### config.mk
export PLATFORM = sky130hd
export DESIGN_NAME = indexed_pair_move
export DESIGN_NICKNAME = d
export VERILOG_FILES = /design/src/logic/pair_move_pkg.sv /design/src/logic/addr_class.sv /design/src/logic/indexed_pair_move.sv
export SDC_FILE = /design/constraint.sdc
export NUM_CORES = 1
export LEC_CHECK = 0
export BUFFER_PORTS_ARGS = -buffer_cell sky130_fd_sc_hd__buf_2
export CAP_MARGIN = 20
export CORE_MARGIN = 5
export CORE_UTILIZATION = 30
export CTS_CLUSTER_SIZE = 14
export DETAILED_ROUTE_END_ITERATION = 6
export PLACE_DENSITY = 0.55
export REMOVE_ABC_BUFFERS = 1
export SYNTH_ARGS = -nofsm -noshare
export SYNTH_HDL_FRONTEND = slang
export SYNTH_SLANG_ARGS = --single-unit
### constraint.sdc
create_clock -name ref_clk_in -period 2.61 [get_ports ref_clk_in]
set_input_delay 0.261 -clock ref_clk_in [delete_from_list [all_inputs] [get_ports ref_clk_in]]
set_output_delay 0.261 -clock ref_clk_in [all_outputs]
set_load 0.02 [all_outputs]
### src/logic/pair_move_pkg.sv
package pair_move_pkg;
  localparam int          ADDR_W      = 12;
  localparam int          DATA_W      = 8;
  localparam int          OFS_W       = 7;
  localparam int          WORD_W      = 16;
  localparam logic [1:0]  Q1          = 2'h0;
  localparam logic [1:0]  Q2          = 2'h1;
  localparam logic [1:0]  Q3          = 2'h2;
  localparam logic [1:0]  Q4          = 2'h3;
  localparam logic [1:0]  QTR_STEP    = 2'h1;
  localparam int          OP_HI       = 15;
  localparam int          OP_LO       = 7;
  localparam logic [8:0]  FIRST_OP    = 9'h1D7;
  localparam logic [7:0]  DATA_ZERO   = 8'h00;
  localparam logic [11:0] ADDR_ZERO   = 12'h000;
  localparam logic [6:0]  OFS_ZERO    = 7'h00;
  localparam int          IND_CHANS   = 3;
  localparam int          IND_SPAN    = 5;
  localparam logic [11:0] IND_TOP [IND_CHANS] = '{12'hFEF, 12'hFE7, 12'hFDF};
  localparam logic [11:0] IND_SPAN_W  = 12'h005;
  localparam int          PROT_CNT    = 4;
  localparam logic [11:0] PROT_ADDR [PROT_CNT] =
    '{12'hFF9, 12'hFFF, 12'hFFE, 12'hFFD};
  typedef enum logic [1:0] {
    ST_IDLE,
    ST_SRC,
    ST_DST
  } move_state_e;
endpackage
### src/logic/addr_class.sv
`timescale 1ns/1ns
`default_nettype none
module addr_class
  import pair_move_pkg::*;
(
  input  wire logic [11:0] addr_in,       // Computed data address
  output logic             indirect_out,  // Selects an indirect register
  output logic             protect_out    // Selects a protected register
);
  logic [IND_CHANS-1:0] ind_hit;
  logic [PROT_CNT-1:0]  prot_hit;
  logic [11:0]          ind_dist [IND_CHANS];

  // Each channel owns a window of five addresses counting down
  for (genvar c = 0; c < IND_CHANS; c++) begin : g_ind
    assign ind_dist[c] = IND_TOP[c] - addr_in;
    assign ind_hit[c]  = (addr_in <= IND_TOP[c]) && (ind_dist[c] < IND_SPAN_W);
  end

  for (genvar p = 0; p < PROT_CNT; p++) begin : g_prot
    assign prot_hit[p] = (addr_in == PROT_ADDR[p]);
  end

  assign indirect_out = |ind_hit;
  assign protect_out  = |prot_hit;
endmodule
`default_nettype wire

### src/logic/indexed_pair_move.sv
// Summary of operation
// RULE1: Addresses are stack pointer plus 7-bit offsets
// RULE2: Copy source value to destination, nothing else
// RULE3: Addresses wrap within the 4096-byte space
// RULE4: Never write program counter or stack bytes
// RULE5: Indirect source reads as zero, no access
// RULE6: Indirect destination makes the move a no-op
// RULE7: Two cycles: read Q4 first, write Q4 second
`timescale 1ns/1ns
`default_nettype none
module indexed_pair_move
  import pair_move_pkg::*;
(
  input  wire logic        ref_clk_in,     // Quarter clock, 25 MHz
  input  wire logic        resetn_in,      // Async reset, active low
  input  wire logic        start_in,       // First word present in Q1
  input  wire logic [15:0] instr_word_in,  // Current instruction word
  input  wire logic [11:0] sp_in,          // software_stack_pointer value
  input  wire logic [7:0]  mem_rdata_in,   // Register file read data
  output logic [11:0]      mem_addr_out,   // Register file address
  output logic             mem_rd_out,     // Read strobe, Q4 of cycle 1
  output logic             mem_wr_out,     // Write strobe, Q4 of cycle 2
  output logic [7:0]       mem_wdata_out,  // Write data
  output logic [1:0]       quarter_out,    // Current quarter phase
  output logic             busy_out,       // Move in progress
  output logic             done_out,       // One-quarter pulse at end
  output logic             skipped_out     // Last move wrote nothing
);
  logic        rst_meta_q;
  logic        rst_sync_q;
  logic        rstn;
  logic [1:0]  q_q;
  move_state_e st_q;
  logic [6:0]  zs_q;
  logic [6:0]  zd_q;
  logic [11:0] src_addr_q;
  logic [11:0] dst_addr_q;
  logic [7:0]  data_q;
  logic [11:0] addr_q;
  logic        rd_q;
  logic        wr_q;
  logic [7:0]  wdata_q;
  logic        done_q;
  logic        skip_q;
  logic        accept;
  logic        src_ind;
  logic        src_prot;
  logic        dst_ind;
  logic        dst_prot;

  always_ff @(posedge ref_clk_in or negedge resetn_in) begin
    if (!resetn_in) begin
      rst_meta_q <= 1'b0;
      rst_sync_q <= 1'b0;
    end else begin
      rst_meta_q <= 1'b1;
      rst_sync_q <= rst_meta_q;
    end
  end
  assign rstn = rst_sync_q;

  // One ref clock per quarter, four quarters per instruction cycle
  always_ff @(posedge ref_clk_in or negedge rstn) begin
    if (!rstn) begin
      q_q <= Q1;
    end else begin
      q_q <= q_q + QTR_STEP;
    end
  end

  assign accept = (st_q == ST_IDLE) && (q_q == Q1) && start_in &&
                  (instr_word_in[OP_HI:OP_LO] == FIRST_OP);

  always_ff @(posedge ref_clk_in or negedge rstn) begin
    if (!rstn) begin
      st_q <= ST_IDLE;
    end else begin
      case (st_q)
        ST_IDLE: begin
          if (accept) begin
            st_q <= ST_SRC;
          end
        end
        ST_SRC: begin
          if (q_q == Q4) begin
            st_q <= ST_DST; // RULE7
          end
        end
        ST_DST: begin
          if (q_q == Q4) begin
            st_q <= ST_IDLE; // RULE7
          end
        end
        default: begin
          st_q <= ST_IDLE;
        end
      endcase
    end
  end

  // Offsets come from the low bits of each word
  always_ff @(posedge ref_clk_in or negedge rstn) begin
    if (!rstn) begin
      zs_q <= OFS_ZERO;
      zd_q <= OFS_ZERO;
    end else begin
      if (accept) begin
        zs_q <= instr_word_in[OFS_W-1:0]; // RULE1
      end
      if ((st_q == ST_DST) && (q_q == Q1)) begin
        zd_q <= instr_word_in[OFS_W-1:0]; // RULE1
      end
    end
  end

  // Pointer sampled in Q2 of each cycle; sum wraps at 12 bits
  always_ff @(posedge ref_clk_in or negedge rstn) begin
    if (!rstn) begin
      src_addr_q <= ADDR_ZERO;
      dst_addr_q <= ADDR_ZERO;
    end else begin
      if ((st_q == ST_SRC) && (q_q == Q2)) begin
        src_addr_q <= ADDR_W'(sp_in + {5'h00, zs_q}); // RULE1 RULE3
      end
      if ((st_q == ST_DST) && (q_q == Q2)) begin
        dst_addr_q <= ADDR_W'(sp_in + {5'h00, zd_q}); // RULE1 RULE3
      end
    end
  end

  addr_class u_src_class (
    .addr_in      (src_addr_q),
    .indirect_out (src_ind),
    .protect_out  (src_prot)
  );

  addr_class u_dst_class (
    .addr_in      (dst_addr_q),
    .indirect_out (dst_ind),
    .protect_out  (dst_prot)
  );

  // Read side: an indirect source is never touched
  always_ff @(posedge ref_clk_in or negedge rstn) begin
    if (!rstn) begin
      rd_q   <= 1'b0;
      data_q <= DATA_ZERO;
    end else begin
      rd_q <= (st_q == ST_SRC) && (q_q == Q3) && !src_ind; // RULE5 RULE7
      if ((st_q == ST_SRC) && (q_q == Q4)) begin
        data_q <= src_ind ? DATA_ZERO : mem_rdata_in; // RULE2 RULE5
      end
    end
  end

  // Write side: protected or indirect destination suppresses the store
  always_ff @(posedge ref_clk_in or negedge rstn) begin
    if (!rstn) begin
      wr_q    <= 1'b0;
      wdata_q <= DATA_ZERO;
      skip_q  <= 1'b0;
    end else begin
      wr_q <= (st_q == ST_DST) && (q_q == Q3) &&
              !dst_ind && !dst_prot; // RULE4 RULE6 RULE7
      if ((st_q == ST_DST) && (q_q == Q3)) begin
        wdata_q <= data_q; // RULE2
        skip_q  <= dst_ind || dst_prot; // RULE4 RULE6
      end
    end
  end

  // Address bus carries the source from Q4 of cycle 1 and the target from Q4 of cycle 2
  always_ff @(posedge ref_clk_in or negedge rstn) begin
    if (!rstn) begin
      addr_q <= ADDR_ZERO;
    end else if ((st_q == ST_SRC) && (q_q == Q3)) begin
      addr_q <= src_addr_q;
    end else if ((st_q == ST_DST) && (q_q == Q3)) begin
      addr_q <= dst_addr_q; // RULE2
    end
  end

  always_ff @(posedge ref_clk_in or negedge rstn) begin
    if (!rstn) begin
      done_q <= 1'b0;
    end else begin
      done_q <= (st_q == ST_DST) && (q_q == Q4); // RULE7
    end
  end

  // No status port exists and the pointer port sp_in is input only, so neither can be disturbed
  assign mem_addr_out  = addr_q;
  assign mem_rd_out    = rd_q;
  assign mem_wr_out    = wr_q;
  assign mem_wdata_out = wdata_q;
  assign quarter_out   = q_q;
  assign busy_out      = (st_q != ST_IDLE);
  assign done_out      = done_q;
  assign skipped_out   = skip_q;
endmodule
`default_nettype wire

==> reports/metrics.yaml <==
worst_clock_skew_ns: 0.006431
setup_tns_ns: 0
cts_buffer_depth: 2
worst_setup_path_start_kind: "flop"
synthDistinctLibCells: 47
ys_ff_latch: 76
cell_breakdown_of_the_critical_path: "ha_1 -> a2111oi_2 -> a31oi_1 -> or4_1 -> a211o_1 -> a31o_1"
nNetsFinal: 525
maximum_number_of_pins_on_one_net_before_global_route_repair: 33
post-cts-setup-buffers: 0
initial_antenna_violation_count: 0
setup_repair_after_global_routing_missed_its_margin: "false"
dieArea_mm2: 0.01613
routedWlPerCell_um: 15.09
post_layout_minimum_cycle_time_ns: 2.487
grt-ovfl-total: 0
cts.htree.levels: 3
floorplan.io_pins: 66
critical_path_buf_inv_count: 0
vias_in_the_first_global_route: 3223
worst_path_max_delay_cell: "sky130_fd_sc_hd__or4_1"
kind_of_cell_with_the_highest_combined_delay_on_the_critical_path: "compound AO/OA/AOI/OAI gates"
synth_seq_area_share_pct: 46.31
async_flop_share_pct: 100.0
post_synth_design_cell_area_mm2: 0.004106
grt_first_pass_wirelength_um: 16170
timing.max_slew.rel_slack_pct: 46.60
fp.coreArea_mm2: 0.01335
floorplan.rows: 42
max_freq_mhz: 402.1
clock_tree.root_cell: "sky130_fd_sc_hd__clkbuf_16"
antenna-diode-count: 0
crit_arrival_ns: 2.72
timing_worst_slew_pin_value_ns: 0.8010
crit_type: "reg2reg"
initial_utilization_pct: 30.76
pwr_density_cell_mw_per_mm2: 566.3
maxCapViolations: 0
cts_made_buffers: 9
postCtsHoldBufs: 1
cts.sink_count: 76
status: "finished clean"
timing.critical_path.slowest_cell_delay_ns: 0.51
min-delay-path-class: "in2reg"
ys.flop_type: "sky130_fd_sc_hd__dfrtp_1"
detailedPlacementHpwl_um: 7481
area_growth_pct: 21.30
gp_routability_congestion: 0.7903
number_of_drc_violations_after_detailed_routing_iteration_0: 105
portbufs: 65
synth-edff-count: 0
timing.reg2reg.setup_slack_ns: 0.12
detailroute.via_count: 3067
die_w_um: 127.0
leakagePower_nw: 2.543
drt_pre_antenna_iters: 4
dieHeight_um: 127.0
cts.reportedPaths.clkPinSlew_ns: 0.06
final_max_slew_viol_count: 0
syn_inst: 391
final_hold_viol_count: 0
drive_gt1_share_pct: 25.05
via_per_inst: 4.800
route.final.wire_length_um: 9640
totalPowerFinal_mw: 2.821
mostFrequentLayoutCells: "sky130_fd_sc_hd__dfrtp_1 (75), sky130_fd_sc_hd__buf_2 (65), sky130_fd_sc_hd__nand2_1 (41), sky130_fd_sc_hd__o21ai_0 (41), sky130_fd_sc_hd__ha_1 (26)"
number_of_antenna_violating_nets_in_the_routed_design: 0
synth.yosys.warnings: 0
setup_viol_count_final: 0
most_frequent_standard_cell_in_the_layout_excluding_fill_and_tap_cells: "sky130_fd_sc_hd__dfrtp_1"
tritoncts: "yes"
clk_latency_ns: 0.34
post_cts_resized: 0
critical_path.max_fanout: 9
irDropWorstVdd_uv: 263.8
remaining_drc_errors: 0
worst_setup_ep_type: "flop"
synthesized_area_per_cell_um2: 10.50
min_period_over_period_pct: 95.28
worst-endpoint-required_ns: 2.84
grt_usage_pct: 12.61
-- Yosys cell counts (all sizes together), types with 3 or more instances --
| library cell | n | area (um2) |
|---|---|---|
| clkbuf | 15 | 56.30 |
| nor4 | 3 | 18.77 |
| nand3 | 5 | 25.02 |
| a21boi | 6 | 45.04 |
| dfrtp | 76 | 1902 |
| inv | 15 | 56.30 |
| nor2 | 13 | 48.80 |
| nand2 | 41 | 153.9 |
| mux2 | 23 | 259.0 |
| or4 | 3 | 22.52 |
| xor2 | 7 | 61.31 |
| o21ai | 41 | 205.2 |
| xnor2 | 14 | 122.6 |
| and2 | 12 | 76.33 |
| o31ai | 3 | 22.52 |
| a21o | 7 | 53.80 |
| a21oi | 11 | 55.05 |
| a211oi | 6 | 45.04 |
| a31o | 8 | 70.07 |
| nor2b | 4 | 25.02 |
| nand4 | 6 | 37.54 |
| o21a | 8 | 60.06 |
| ha | 26 | 325.3 |
| mux2i | 13 | 130.1 |
-- kinds of logic (layout without fill, tap and decap cells) --
logic type	after synthesis	count (layout)	synth area share [%]
AOI/OAI and AO/OA	103	103	16.24
xor gates and xnor gates	21	21	4.479
adders and majority gates	28	28	8.897
buffers and inverters	31	103	3.016
DFF	76	76	46.31
muxes	36	36	9.476
other	1	1	0.09132
and+or+nand+nor	95	95	11.49
-- state kept, by name, indices dropped and copies added, names as in the netlist --
name           flops
dst_addr_q        12
mem_wdata_out      8
st_q               2
data_q             8
zs_q               7
skipped_out        1
mem_rd_out         1
rst_meta_q         1
quarter_out        2
mem_addr_out      12
done_out           1
zd_q               7
rst_sync_q         1
mem_wr_out         1
src_addr_q        12
-- metal layers --
| layer | global-route usage, % | up-vias | part of all wire [%] |
|---|---|---|---|
| li1 | - | 1526 | - |
| met1 | 16.44 | 1461 | 47 |
| met2 | 19.61 | 64 | 47 |
| met3 | 3.214 | 16 | 4.0 |
| met4 | 6.057 | 0 | 2.4 |
| met5 | 0 | - | 0 |
-- cell type report --
class | instances | area, um2
Sequential cell | 76 | 1903
Fill cell | 1352 | 8367
Inverter | 15 | 56.30
Clock buffer | 11 | 242.7
Multi-Input combinational cell | 284 | 2081
Tap cell | 176 | 220.2
Clock inverter | 5 | 85.08
Timing Repair Buffer | 72 | 392.9
-- worst reg2reg max path: cells and delay by family, from the launching register on --
kind / cells / cell delay, ns
AO/OA/AOI/OAI: 4 / 1.05
adder cells (fa/ha/maj): 1 / 0.33
flip-flops: 1 / 0.48
AND/OR/NAND/NOR: 1 / 0.51
-- final timing paths --
| kind | start | to | depth (start not counted) |
|---|---|---|---|
| max in group asynchronous | rst_sync_q | mem_wdata_out[5] | 1 |
| setup / recovery | src_addr_q[6] | data_q[5] | 6 |
| hold / removal | instr_word_in[1] | zs_q[1] | 3 |
| setup reg to reg | src_addr_q[6] | data_q[5] | 6 |
| hold reg to reg | rst_meta_q | rst_sync_q | 0 |
| min in group asynchronous | resetn_in | rst_meta_q | 2 |
-- where the power goes --
group	leakage (nW)	internal, mW	switching [mW]
clock network	0.156	0.867	0.505
logic	1.47	0.103	0.118
registers	0.922	1.20	0.0300
-- per-stage QoR --
stage,hold slack (ns),area (um2),setup WS [ns],utilization (%),cells
6_report,0.1449,4981,0.1233,37.32,639
5_1_grt,0.1381,4981,0.02159,37.32,639
4_1_cts,0.1323,4981,0.1278,37.32,639
3_5_place_dp,0.04974,4643,0.1533,34.79,622
3_3_place_gp,0.04896,4643,0.2319,34.79,622
2_1_floorplan,-0.03459,4039,0.2371,-,375
Note: power is estimated with default switching activity, not from simulation.
